==> src/logic/rri_pkg.sv <==
// register reset initialization: constants, class encoding and init tables
// assumes one core clock; table entries are ordered cm2 .. osc, index 0 = osc
package rri_pkg;

   // ******************************************************
   // sizes and indices
   // ******************************************************
   localparam int NUM_REGS = 10;
   localparam int SEL_W = 4;
   localparam int PC_W = 21;
   localparam logic [SEL_W-1:0] SEL_OSC = 4'h0;
   localparam logic [SEL_W-1:0] SEL_WDT = 4'h1;
   localparam logic [SEL_W-1:0] SEL_RESET_CAUSE_CONTROL_REG = 4'h2;
   localparam logic [SEL_W-1:0] SEL_T0 = 4'h3;
   localparam logic [SEL_W-1:0] SEL_T1 = 4'h4;
   localparam logic [SEL_W-1:0] SEL_T2 = 4'h5;
   localparam logic [SEL_W-1:0] SEL_PR2 = 4'h6;
   localparam logic [SEL_W-1:0] SEL_MSK = 4'h7;
   localparam logic [SEL_W-1:0] SEL_CM1 = 4'h8;
   localparam logic [SEL_W-1:0] SEL_CM2 = 4'h9;
   localparam logic [SEL_W-1:0] SEL_FLAGS = 4'ha;
   localparam logic [SEL_W-1:0] SEL_STK = 4'hb;

   // ******************************************************
   // program counter, stack and flags
   // ******************************************************
   localparam logic [PC_W-1:0] PC_RESET = 21'h000000;
   localparam logic [PC_W-1:0] PC_STEP = 21'h000002;
   localparam logic [PC_W-1:0] VEC_HIGH = 21'h000008;
   localparam logic [PC_W-1:0] VEC_LOW = 21'h000018;
   localparam logic [7:0] STK_RESET = 8'h00;
   localparam logic [7:0] STK_IMPL = 8'hdf;
   localparam logic [4:0] STK_PTR_MAX = 5'h1f;
   localparam int STK_OVF_BIT = 7;
   localparam logic [7:0] FLAGS_RESET = 8'h00;

   // ******************************************************
   // reset classes, one-hot
   // ******************************************************
   typedef enum logic [3:0] {
      CLS_IDLE = 4'b0001,
      CLS_POWER = 4'b0010,
      CLS_WARM = 4'b0100,
      CLS_WAKE = 4'b1000
   } rri_class_e;

   typedef logic [NUM_REGS-1:0][7:0] rri_bank_t;

   // ******************************************************
   // init tables: value, condition mask, keep mask, implemented mask
   // ******************************************************
   localparam rri_bank_t VAL_PWR = {8'h1f, 8'h1f, 8'hff, 8'hff, 8'h00,
                                    8'h00, 8'hff, 8'h3c, 8'h80, 8'h64};
   localparam rri_bank_t Q_PWR = {8'h00, 8'h00, 8'h00, 8'h00, 8'h00,
                                  8'h00, 8'h00, 8'h03, 8'h68, 8'h08};
   localparam rri_bank_t KEEP_PWR = {8'h00, 8'h00, 8'h00, 8'h00, 8'h00,
                                     8'h00, 8'h00, 8'h00, 8'h00, 8'h00};
   localparam rri_bank_t VAL_WARM = {8'h1f, 8'h1f, 8'hff, 8'hff, 8'h00,
                                     8'h00, 8'hff, 8'h00, 8'h80, 8'h64};
   localparam rri_bank_t Q_WARM = {8'h00, 8'h00, 8'h00, 8'h00, 8'h00,
                                   8'h00, 8'h00, 8'h3c, 8'h60, 8'h08};
   localparam rri_bank_t KEEP_WARM = {8'h00, 8'h00, 8'h00, 8'h00, 8'h00,
                                      8'hff, 8'h00, 8'h03, 8'h00, 8'h00};
   localparam rri_bank_t VAL_WAKE = {8'h00, 8'h00, 8'h00, 8'h00, 8'h00,
                                     8'h00, 8'h00, 8'h00, 8'h00, 8'h04};
   localparam rri_bank_t Q_WAKE = {8'h00, 8'h00, 8'h00, 8'h00, 8'h00,
                                   8'h00, 8'h00, 8'h3c, 8'h60, 8'h08};
   localparam rri_bank_t KEEP_WAKE = {8'hff, 8'hff, 8'hff, 8'hff, 8'h7f,
                                      8'hff, 8'hff, 8'h83, 8'h8f, 8'hf3};
   localparam rri_bank_t IMPL = {8'hff, 8'hff, 8'hff, 8'hff, 8'h7f,
                                 8'hff, 8'hff, 8'hbf, 8'hef, 8'hff};

endpackage : rri_pkg

==> src/logic/rri_init_if.sv <==
// carrier from the class decoder to the per-register initializers
// assumes both ends sit on the same core clock
`timescale 1ns/100ps
interface rri_init_if;
   import rri_pkg::*;
   rri_class_e cls;
   rri_bank_t cond;
   modport drv (output cls, output cond);
   modport rcv (input cls, input cond);
endinterface : rri_init_if

==> src/logic/rri_reg_init.sv <==
// next value of one register for the reset class on the carrier
// assumes the caller uses the result only when a class event is present
`timescale 1ns/100ps
module rri_reg_init
   import rri_pkg::*;
#(
   parameter int IDX = 0
)
(
   // class and condition bits
   rri_init_if.rcv init,
   // register value
   input wire logic [7:0] cur_i,
   output logic [7:0] nxt_o
);

   logic [7:0] val;
   logic [7:0] q;
   logic [7:0] keep;

   // ******************************************************
   // table select per class
   // ******************************************************
   always_comb
   begin
      case (init.cls)
         CLS_POWER:
         begin
            val = VAL_PWR[IDX];
            q = Q_PWR[IDX];
            keep = KEEP_PWR[IDX];
         end
         CLS_WARM:
         begin
            val = VAL_WARM[IDX];
            q = Q_WARM[IDX];
            keep = KEEP_WARM[IDX];
         end
         CLS_WAKE:
         begin
            val = VAL_WAKE[IDX];
            q = Q_WAKE[IDX];
            keep = KEEP_WAKE[IDX];
         end
         default:
         begin
            val = 8'h00;
            q = 8'h00;
            keep = 8'hff;
         end
      endcase
   end

   // fixed bits, cause bits, held bits; dead positions forced low
   assign nxt_o = ((val & ~q & ~keep) | (init.cond[IDX] & q) | (cur_i & keep))
                  & IMPL[IDX];

endmodule : rri_reg_init

==> src/logic/rri_top.sv <==
// register reset initialization for the core and peripheral control group
// assumes reset requests and condition bits come from logic on CLK_SYS_I
//
// Overview of operation
// - three reset classes: power-type, warm-type and wake-up select the init set.
// - bits marked held keep their value; unknown bits come out as zero.
// - condition-dependent bits take the cause-supplied value, not a constant.
// - unimplemented bits ignore writes and always read zero.
// - interrupt wake with enables set copies the program counter to stack top.
// - that same wake advances the stack pointer, or sets overflow and holds it when full.
// - that same wake loads the high or low priority vector into the counter.
// - a wake-up sets flag bits recording its cause in the flag register.
// - oscillator control resets to 0110q100; wake forces bit 2 high, bit 3 from cause, holds rest.
// - watchdog control 1qq-q000 on power, 1qq-0000 warm; wake holds top, low.
// - reset cause register 0-1111qq, 0-qqqquu, u-qqqquu; cause bits follow.
// - timer-1 control clears only on power resets, else held.
// - timer-2 control resets to -0000000, held on wake, top bit unimplemented.
// - both comparator controls reset to 00011111, held on wake.
`timescale 1ns/100ps
module rri_top
   import rri_pkg::*;
(
   // clock and reset
   input wire logic CLK_SYS_I,
   input wire logic RST_I,
   // reset class requests, one-cycle pulses
   input wire logic PWR_RST_REQ_I,
   input wire logic WARM_RST_REQ_I,
   input wire logic WAKE_REQ_I,
   // wake-up detail
   input wire logic WAKE_BY_IRQ_I,
   input wire logic WAKE_LOW_PRI_I,
   input wire logic [7:0] WAKE_FLAGS_I,
   input wire logic HIGH_PRIORITY_GLOBAL_IRQ_ENABLE_I,
   input wire logic LOW_PRIORITY_GLOBAL_IRQ_ENABLE_I,
   // condition bits per cause
   input wire logic [7:0] OSC_COND_I,
   input wire logic [7:0] WDT_COND_I,
   input wire logic [7:0] RESET_CAUSE_CONTROL_REG_COND_I,
   // core side register access
   input wire logic WR_EN_I,
   input wire logic [SEL_W-1:0] WR_SEL_I,
   input wire logic [7:0] WR_DATA_I,
   input wire logic [SEL_W-1:0] RD_SEL_I,
   input wire logic [7:0] FLAG_SET_I,
   // program counter from the core
   input wire logic PC_LOAD_I,
   input wire logic [PC_W-1:0] PC_LOAD_VAL_I,
   // state out
   output logic [7:0] RD_DATA_O,
   output logic [PC_W-1:0] PC_O,
   output logic [PC_W-1:0] STACK_TOP_O,
   output logic [7:0] HARDWARE_STACK_POINTER_O,
   output logic [7:0] IRQ_FLAGS_O,
   output logic [3:0] LAST_CLASS_O
);

   // ******************************************************
   // state
   // ******************************************************
   // select map shared by the write and read ports:
   //    0 oscillator control, 1 watchdog control, 2 reset cause control
   //    3 timer-0 control, 4 timer-1 control, 5 timer-2 control
   //    6 timer-2 period, 7 serial address mask
   //    8 comparator one control, 9 comparator two control
   //    a wake flags, b stack pointer
   //    c to f unmapped: writes are dropped and reads return zero
   // the bank follows the table order, so a select is also a table index
   typedef struct packed {
      rri_class_e cls;
      rri_bank_t regs;
      logic [PC_W-1:0] pc;
      logic [PC_W-1:0] tos;
      logic [7:0] stk;
      logic [7:0] flags;
      logic [7:0] rd;
   } rri_state_s;

   // reset image: the power-class set with every cause bit at zero, since
   // the condition inputs cannot be trusted while the reset pin is high;
   // the core sees class 0001 until the first request arrives
   localparam rri_state_s STATE_RESET = '{
      cls: CLS_IDLE,
      regs: VAL_PWR & ~Q_PWR & IMPL,
      pc: PC_RESET,
      tos: PC_RESET,
      stk: STK_RESET,
      flags: FLAGS_RESET,
      rd: 8'h00
   };

   rri_state_s s_q;
   rri_state_s s_d;
   rri_class_e cls_now;
   rri_bank_t init_nxt;
   rri_bank_t cond_bank;
   logic irq_vec;
   logic [PC_W-1:0] vec_addr;
   logic [4:0] ptr_next;
   logic wr_bank;
   logic wr_stk;
   logic wr_flags;
   logic rd_bank;
   logic stk_full;
   logic [7:0] flags_idle;
   logic [7:0] rd_next;

   rri_init_if init_if ();

   // ******************************************************
   // class decode
   // ******************************************************
   // limits for the core side:
   //    a write, flag set or counter load in a request cycle is lost, so the
   //    core retries once the request has gone
   //    bits marked unknown come out as zero, not as random values
   //    the condition inputs are read only in the request cycle itself
   //    a wake from the watchdog also forces oscillator bit 2
   // power wins over warm, warm over wake: a deeper reset must never be masked
   always_comb
   begin
      if (PWR_RST_REQ_I)
         cls_now = CLS_POWER;
      else if (WARM_RST_REQ_I)
         cls_now = CLS_WARM;
      else if (WAKE_REQ_I)
         cls_now = CLS_WAKE;
      else
         cls_now = CLS_IDLE;
   end

   // condition bits only matter for the three registers with cause fields
   always_comb
   begin
      cond_bank = '0;
      cond_bank[SEL_OSC] = OSC_COND_I;
      cond_bank[SEL_WDT] = WDT_COND_I;
      cond_bank[SEL_RESET_CAUSE_CONTROL_REG] = RESET_CAUSE_CONTROL_REG_COND_I;
   end

   assign init_if.cls = cls_now;
   assign init_if.cond = cond_bank;

   // ******************************************************
   // per-register initializers
   // ******************************************************
   // one instance per register; tables by index
   generate
      for (genvar i = 0; i < NUM_REGS; i++)
      begin : g_init
         rri_reg_init #(
            .IDX(i)
         ) u_init (
            .init(init_if.rcv),
            .cur_i(s_q.regs[i]),
            .nxt_o(init_nxt[i])
         );
      end
   endgenerate

   // ******************************************************
   // interrupt wake vectoring
   // ******************************************************
   // low priority wake needs both enables, high priority only the high one
   assign irq_vec = WAKE_BY_IRQ_I && HIGH_PRIORITY_GLOBAL_IRQ_ENABLE_I
                    && (!WAKE_LOW_PRI_I || LOW_PRIORITY_GLOBAL_IRQ_ENABLE_I);
   assign vec_addr = WAKE_LOW_PRI_I ? VEC_LOW : VEC_HIGH;
   assign ptr_next = 5'(s_q.stk[4:0] + 5'h01);

   // ******************************************************
   // core access decode
   // ******************************************************
   // selects above the table never index the bank
   assign wr_bank = WR_EN_I && (WR_SEL_I < SEL_W'(NUM_REGS));
   assign wr_stk = WR_EN_I && (WR_SEL_I == SEL_STK);
   assign wr_flags = WR_EN_I && (WR_SEL_I == SEL_FLAGS);
   assign rd_bank = RD_SEL_I < SEL_W'(NUM_REGS);
   // write-one-to-clear; a set in the same cycle wins so no cause is lost
   assign flags_idle = wr_flags ? ((s_q.flags & ~WR_DATA_I) | FLAG_SET_I)
                                : (s_q.flags | FLAG_SET_I);
   // pointer at its top: a push must not wrap to zero
   assign stk_full = (s_q.stk[4:0] == STK_PTR_MAX);

   // ******************************************************
   // read port
   // ******************************************************
   // registered one edge behind the select; unmapped selects read zero
   always_comb
   begin
      if (rd_bank)
         rd_next = s_q.regs[RD_SEL_I] & IMPL[RD_SEL_I];
      else if (RD_SEL_I == SEL_FLAGS)
         rd_next = s_q.flags;
      else if (RD_SEL_I == SEL_STK)
         rd_next = s_q.stk & STK_IMPL;
      else
         rd_next = 8'h00;
   end

   // ******************************************************
   // next state
   // ******************************************************
   // per class, in short:
   //    power clears the counter, stack top, stack pointer and flags
   //    warm does the same but keeps the stack error bits
   //    wake ors in the cause flags and either vectors or steps the counter
   //    idle takes core writes, flag sets and counter loads
   // the table update for power, warm and wake comes from the initializers above
   always_comb
   begin
      s_d = s_q;
      case (cls_now)
         CLS_POWER:
         begin
            // deepest class: nothing survives
            s_d.regs = init_nxt;
            s_d.pc = PC_RESET;
            s_d.tos = PC_RESET;
            s_d.stk = STK_RESET;
            s_d.flags = FLAGS_RESET;
         end
         CLS_WARM:
         begin
            // counter and flags restart, tables per warm set
            s_d.regs = init_nxt;
            s_d.pc = PC_RESET;
            s_d.tos = PC_RESET;
            // overflow and underflow flags survive a warm reset
            s_d.stk = {s_q.stk[7:6], 6'h00} & STK_IMPL;
            s_d.flags = FLAGS_RESET;
         end
         CLS_WAKE:
         begin
            // mostly held; only the cause, oscillator bit 2 and the vector or counter step move
            s_d.regs = init_nxt;
            s_d.flags = s_q.flags | WAKE_FLAGS_I;
            if (irq_vec)
            begin
               s_d.tos = s_q.pc;
               // a full stack flags overflow and holds rather than wrapping
               if (stk_full)
                  s_d.stk[STK_OVF_BIT] = 1'b1;
               else
                  s_d.stk[4:0] = ptr_next;
               s_d.pc = vec_addr;
            end
            else
            begin
               s_d.pc = PC_W'(s_q.pc + PC_STEP);
            end
         end
         CLS_IDLE:
         begin
            // register writes, dead positions dropped
            if (wr_bank)
               s_d.regs[WR_SEL_I] = WR_DATA_I & IMPL[WR_SEL_I];
            else if (wr_stk)
               s_d.stk = WR_DATA_I & STK_IMPL;
            s_d.flags = flags_idle;
            if (PC_LOAD_I)
               s_d.pc = PC_LOAD_VAL_I;
         end
         default:
         begin
            s_d = s_q;
         end
      endcase
      if (cls_now != CLS_IDLE)
         s_d.cls = cls_now;
      // read data always follows the select, whatever the class
      s_d.rd = rd_next;
   end

   // ******************************************************
   // state register
   // ******************************************************
   // async reset loads the power-class set with cause bits at zero
   always_ff @(posedge CLK_SYS_I or posedge RST_I)
   begin
      if (RST_I)
         s_q <= STATE_RESET;
      else
         s_q <= s_d;
   end

   // ******************************************************
   // outputs
   // ******************************************************
   assign RD_DATA_O = s_q.rd;
   assign PC_O = s_q.pc;
   assign STACK_TOP_O = s_q.tos;
   assign HARDWARE_STACK_POINTER_O = s_q.stk;
   assign IRQ_FLAGS_O = s_q.flags;
   assign LAST_CLASS_O = s_q.cls;

endmodule : rri_top

==> config.mk <==
export PLATFORM = sky130hd
export DESIGN_NAME = rri_top
export DESIGN_NICKNAME = d
export VERILOG_FILES = /design/src/logic/rri_pkg.sv /design/src/logic/rri_init_if.sv /design/src/logic/rri_reg_init.sv /design/src/logic/rri_top.sv
export SDC_FILE = /design/constraint.sdc
export NUM_CORES = 1
export LEC_CHECK = 0
export BUFFER_PORTS_ARGS = -buffer_cell sky130_fd_sc_hd__buf_2
export CAP_MARGIN = 5
export CORE_ASPECT_RATIO = 1.25
export CORE_MARGIN = 4
export CORE_UTILIZATION = 50
export DETAILED_ROUTE_END_ITERATION = 8
export GPL_TIMING_DRIVEN = 0
export PLACE_DENSITY = 0.77
export SETUP_SLACK_MARGIN = 0.1
export SLEW_MARGIN = 20
export SYNTH_ARGS = -nofsm -noshare
export SYNTH_HDL_FRONTEND = slang
export SYNTH_SLANG_ARGS = --single-unit
==> constraint.sdc <==
create_clock -name CLK_SYS_I -period 5.4 [get_ports CLK_SYS_I]
set_input_delay 1.62 -clock CLK_SYS_I [delete_from_list [all_inputs] [get_ports CLK_SYS_I]]
set_output_delay 1.62 -clock CLK_SYS_I [all_outputs]
set_load 0.01 [all_outputs]
# After elaboration in Yosys (flattened, before gate mapping)
# Memories as Yosys holds them, arrays and structs flattened.
# Index checks and enable logic that the tools add are counted.
# totals
ff_bits	150
latch_bits	0
ram_bits	0
romBits	256
out_inout_bits	70
elab_cells	158
mem_count	2
# op_classes
addsub	2
mul	0
div_mod_pow	0
order_cmp	5
n_eq_ne	17
shifts	0
muxes	43
bitwise	47
reduce_logical	23
# memory_table
name	depth	word_bits	read_ports	rd_clocked_by_memory_dff	wr	line	text
(name not given)	16	8	1	0	0	rri_top.sv:256	s_d.regs[WR_SEL_I] = WR_DATA_I & IMPL[WR_SEL_I];
(name not given)	16	8	1	0	0	rri_top.sv:191	rd_next = s_q.regs[RD_SEL_I] & IMPL[RD_SEL_I];
# ops
operator	n
case mux 101 bit (3 select lines)	1
bitwise AND 8 bit	17
2-to-1 mux 8 bit	14
bitwise OR 8 bit	14
bitwise mux 80 bit	1
2-to-1 mux 80 bit	1
2-to-1 mux 21 bit	2
case mux 21 bit (2 select lines)	1
case mux 7 bit (2 select lines)	3
NOT 8 bit	5
case mux 13 bit (3 select lines)	1
binary-select mux 8 bit (select 4 bit)	1
demux 8 bit (select 4 bit)	1
case mux 8 bit (2 select lines)	2
case mux 8 bit (3 select lines)	1
2-to-1 mux 22 bit	1
adder 21 x 2 -> 21 bit, second input constant	1
== test 4 bit, second input constant	5
2-to-1 mux 5 bit	4
2-to-1 mux 4 bit	4
inequality test 2 bit, second input constant	7
case mux 6 bit (2 select lines)	1
< comparator 4 x 5 -> 1 bit, second input constant	2
AND reduction 5 bit	2
other kinds (33)	45

# Logic depth before layout (Yosys ltp)
# depth
word_depth	12
mapped_depth	8
mapped_depth_nobuf	7

# Hierarchy
# From an unflattened synthesis, not the netlist that was laid out.
# unflattened
hier_cells	952
area_unflattened_um2	9479.1
# by_module_without_submodules
mod	instances	cells_per_inst	area_per_inst_um2	seq_area_each_um2
rri_top	1	825	8455.6	3782.4
rri_reg_init at g_init[3].u_init ...	5	11	93.8	0.0
rri_reg_init at g_init[2].u_init	1	20	168.9	0.0
rri_reg_init at g_init[1].u_init	1	19	130.1	0.0
rri_reg_init at g_init[0].u_init	1	13	97.6	0.0
rri_reg_init at g_init[5].u_init	1	11	83.8	0.0
rri_reg_init at g_init[4].u_init	1	9	73.8	0.0

# Worst setup path before layout
# No wires, ideal clock.
# synth_timing
kind	input port to flip-flop
start	input port RD_SEL_I[0]
end	register s_q (netlist bit RD_DATA_O[5])
setup_time_ps	126
t_arrival_ps	3035
required_time_ps	5274
path_slack_ps	2239
stages	4
cell_sequence	buf_2 buf_2 mux4_2 a221o_1
# synth_via
elab_chain_len	4
elab_cells_between_ends	9
classes_between	1 x order compare; 1 x eq/ne; 5 x mux; 1 x bitwise; 1 x memory
# synth_lines
item	line	text
start, declared	rri_top.sv:44	input wire logic [SEL_W-1:0] RD_SEL_I,
memory (16 x 8 bit) / binary-select mux 8 bit (select 4 bit) (equally long branches)	--	
2-to-1 mux 8 bit (not written as such)	rri_top.sv:191	
bitwise AND 8 bit	rri_top.sv:191	
2-to-1 mux 8 bit (*)	rri_top.sv:190	if (rd_bank)
via rd_next[5]	rri_top.sv:106	logic [7:0] rd_next;
end signal, assigned	rri_top.sv:281	s_q <= STATE_RESET;
end signal, assigned	rri_top.sv:283	s_q <= s_d;
end, declared	rri_top.sv:92	rri_state_s s_q;
# The timed path passes the listed nets; every way through them passes the cells marked *. The select of a mux whose other input is x is not followed.
# A chain may end at the register's enable or synchronous reset.

# Worst setup path after layout
# layout_timing
start	input port WAKE_REQ_I
end	register s_q (netlist bit PC_O[20])
# layout_via
elab_chain_len	7
elab_cells_between_ends	12
classes_between	5 x eq/ne; 4 x mux; 3 x reduce/logical
# layout_lines
item	line	text
start, declared	rri_top.sv:29	input wire logic WAKE_REQ_I,
2-to-1 mux 4 bit (*)	rri_top.sv:126	else if (WAKE_REQ_I)
2-to-1 mux 4 bit (*)	rri_top.sv:124	else if (WARM_RST_REQ_I)
2-to-1 mux 4 bit (*)	rri_top.sv:122	if (PWR_RST_REQ_I)
== test 4 x 2 -> 1 bit / == test 4 x 3 -> 1 bit (equally long branches)	rri_top.sv:212	case (cls_now)
OR reduction 2 bit (no line)	--	
nonzero test 3 bit (no line)	--	
AND reduction 2 bit (no line)	--	
# Mark *: on every way between the ends. The rest lies on a longest branch, timed or not.

==> key figures <==
Pwr
  • Sw frac: 25.40%
  • Internal Power: between 2 and 2.5 mW
  • Clk pwr share: 47.1%
  • NetSw: 0.6846 mW
  • Sequential share of power: 42.6%
  • VDD IR-drop max: 171.8 uV
  • Leakage power: 4.263 nW
  • Pwr Density: 286.7 mW/mm^2
  • Combinational Power Share: a little over a tenth

GRT
  • First-pass GRT wire length: 39160 um
  • Largest net degree at the start of global routing: 34
  • Vias in the first global route: 7112
  • Initial antenna violation count: 1
  • GR Util All Layers: 28.53%
  • Overflow after GRT: 0

Critical path
  • Worst Setup Start Kind: primary input
  • Crit Path Max Fanout: 10
  • WP data required: about 5700 ps
  • Endpoint class of the critical path: register
  • Critical path arrival: 3440 ps
  • Crit path kind: primary input to register

Timing
  • Relative slew slack: 29.04%
  • Minimum clock period: 3143 ps
  • Fin crit share: 58.21%
  • Setup violators final: 0
  • Setup ws final: approximately 2300 ps
  • Final Max Tran Viols: 0
  • RSZ-0062 raised after global routing: no
  • Final Hold Viols: 0
  • Worst-Margin Slew: 1056 ps
  • Final setup TNS: 0 ps
  • Skew final: 7.551 ps
  • F_max: about 0.32 GHz

Worst hold path
  • Tightest Hold Check Type: register to register

Synthesis
  • Mapped Area: 0.007729 mm^2
  • Area leader, netlist: dfrtp_1
  • Post-synth ARST share: 100.0%
  • Post-synth EDFFs: 0
  • Count leader, synth: dfrtp_1
  • Largest cells by area after synthesis: dfrtp_1, dfstp_2, mux4_2, mux2i_1, nand2_1
  • Mapped Cells: 785
  • Syn. warnings: 0
  • Top_reg_cell synth: dfrtp_1
  • Avg Inst Size Synth: 9.845 um^2
  • Yosys cell types: between 70 and 80
  • Synth Register Bits: ~150
  • Share of the synthesized area in the top cell type: 33.35%
  • Top cells by count, synth: dfrtp_1, nand2_1, nor2_1, dfstp_2, clkbuf_1
  • Register area share after synthesis: 47.97%
  • Syn_nets: between 800 and 900

Finish
  • Area of the multi-input gates: 0.003677 mm^2
  • Ant diodes: 0
  • Share of cells above drive strength 1: 27.92%
  • Reg area: 0.003707 mm^2
  • Layout fillers: 1300
  • Area grow syn2layout: 21.64%
  • Final #Nets: between 1000 and 1500

Die
  • Die H: 147 um
  • Die ar.: 0.01752 mm^2
  • Io pins: 158
  • Num rows: 50
  • Die W: ~120 um
  • Starting Density: 51.26%
  • CORE AREA: 0.01508 mm^2

Clocking
  • H-tree levels: 4
  • TritonCTS buffer count: 17
  • Clk root buf: clkbuf_16
  • Clock Tree Buf Depth: 2
  • CTS sink cnt: 146
  • Clock Latency Late Sink: 430 ps
  • Hold_buf cts: 0
  • CTS tree: done
  • Post-CTS setup buffer count: 0
  • Post_cts resized: 0
  • Clock-pin slew on the worst setup and hold paths: approximately 60 ps

Routing
  • DRC Markers: 0
  • DR pass1 iterations: 5
  • DRT Wirelength: 24730 um
  • DR vias: 7178
  • Final ANT Viol Nets: 0
  • Vias/cell: 6.146
  • Drt wl/cell: 21.17 um
  • DRT iter0 DRCs: just under 600

Placement
  • Placement Setup Slack: 1792 ps
  • Hpwl dp: 18020 um
  • GP Congestion: 0.9014
  • IO buf count: between 100 and 150

Outcome
  • Status: complete, no violations

Job
  • Max Cap Viol: 0
[layout make-up]
class / instances / share of cell area, %
plain buffers: 59 / 2.648
clock buffers: 19 / 4.711
clock inverters: 13 / 1.956
inverters: 27 / 1.118
multi-input cells: 553 / 39.11
flip-flops and latches: 146 / 39.43
well taps: 208 / 2.768
repair buffers: 143 / 8.251
[final timing paths]
check / end / slack, ps / depth (start not counted) / start
min in group asynchronous: IRQ_FLAGS_O[6] / 1260 / 2 / RST_I
worst min-delay path: s_q[68] / 480 / 2 / s_q[68]
worst max-delay path: PC_O[20] / 2260 / 7 / WAKE_REQ_I
max in group asynchronous: s_q[122] / 3510 / 3 / RST_I
worst max register to register: PC_O[13] / 3310 / 5 / PC_O[2]
worst min register to register: s_q[68] / 480 / 2 / s_q[68]
[worst max-delay path: stages]
cell and delay, ps:
buf_2 190, clkbuf_1 400, clkbuf_1 470, buf_2 360, a311oi_1 160, o41ai_1 100, o211ai_1 140
[kinds of logic after synthesis]
| group | after synthesis | synth area share, % |
|---|---|---|
| simple gates | 297 | 19.41 |
| compound gates | 188 | 16.04 |
| flops | 146 | 47.97 |
| buf+inv | 86 | 4.533 |
| mux | 60 | 11.06 |
| xor+xnor | 4 | 0.4534 |
| fa+ha+maj | 3 | 0.4857 |
| other cells | 1 | 0.04852 |
[metrics by stage]
step | hold WS, ps | cell area [um^2] | power [mW] | instances | utilization, %
after CTS | 487.1 | 9395 | 2.693 | 1168 | 62.32
after global placement | 473.4 | 8688 | 1.430 | 1132 | 57.63
final | 484.4 | 9402 | 2.695 | 1168 | 62.36
after global routing | 494.6 | 9402 | 2.773 | 1168 | 62.36
after detailed placement | 479.8 | 8768 | 1.440 | 1136 | 58.16
after floorplan | 461.2 | 7732 | 1.318 | 785 | -
[state kept, by name (all words and copies together) (netlist names), named ones only]
register,cells
IRQ_FLAGS_O,8
STACK_TOP_O,21
RD_DATA_O,8
LAST_CLASS_O,4
s_q,75
PC_O,21
HARDWARE_STACK_POINTER_O,7
[per-layer routing]
layer / wire length (um) / global-route usage, %
met5: 13 / 0
met4: 957 / 13.62
met3: 2206 / 6.854
met2: 12260 / 47.89
met1: 9292 / 34.54
[cell usage in the layout (no fill, tap or decap), drive strengths merged, types with 4 or more instances in the layout]
cell type / count
and2: 6
inv: 26
mux4: 20
o22a: 5
clkinvlp: 4
clkbuf: 61
or4: 7
nand3: 27
nor4: 4
a221o: 7
and3: 8
and4: 6
bufinv: 4
clkinv: 6
nor2b: 12
o22ai: 8
nand2b: 7
dfstp: 43
a31oi: 12
o211ai: 12
nor4b: 4
nand2: 86
nor3: 18
a22o: 5
nand4: 13
nor2: 81
dfrtp: 103
mux2i: 37
a21oi: 40
buf: 160
a32o: 9
o21ai: 56
[power by group through the flow]
stage | Clock [mW] | Sequential [mW] | Combinational (mW)
after floorplan | 0 | 1.17 | 0.152
after global placement | 0 | 1.16 | 0.266
after detailed placement | 0 | 1.17 | 0.275
after CTS | 1.27 | 1.15 | 0.277
after global routing | 1.32 | 1.15 | 0.303
final | 1.27 | 1.15 | 0.280
Power figures use the tool's default switching activity.
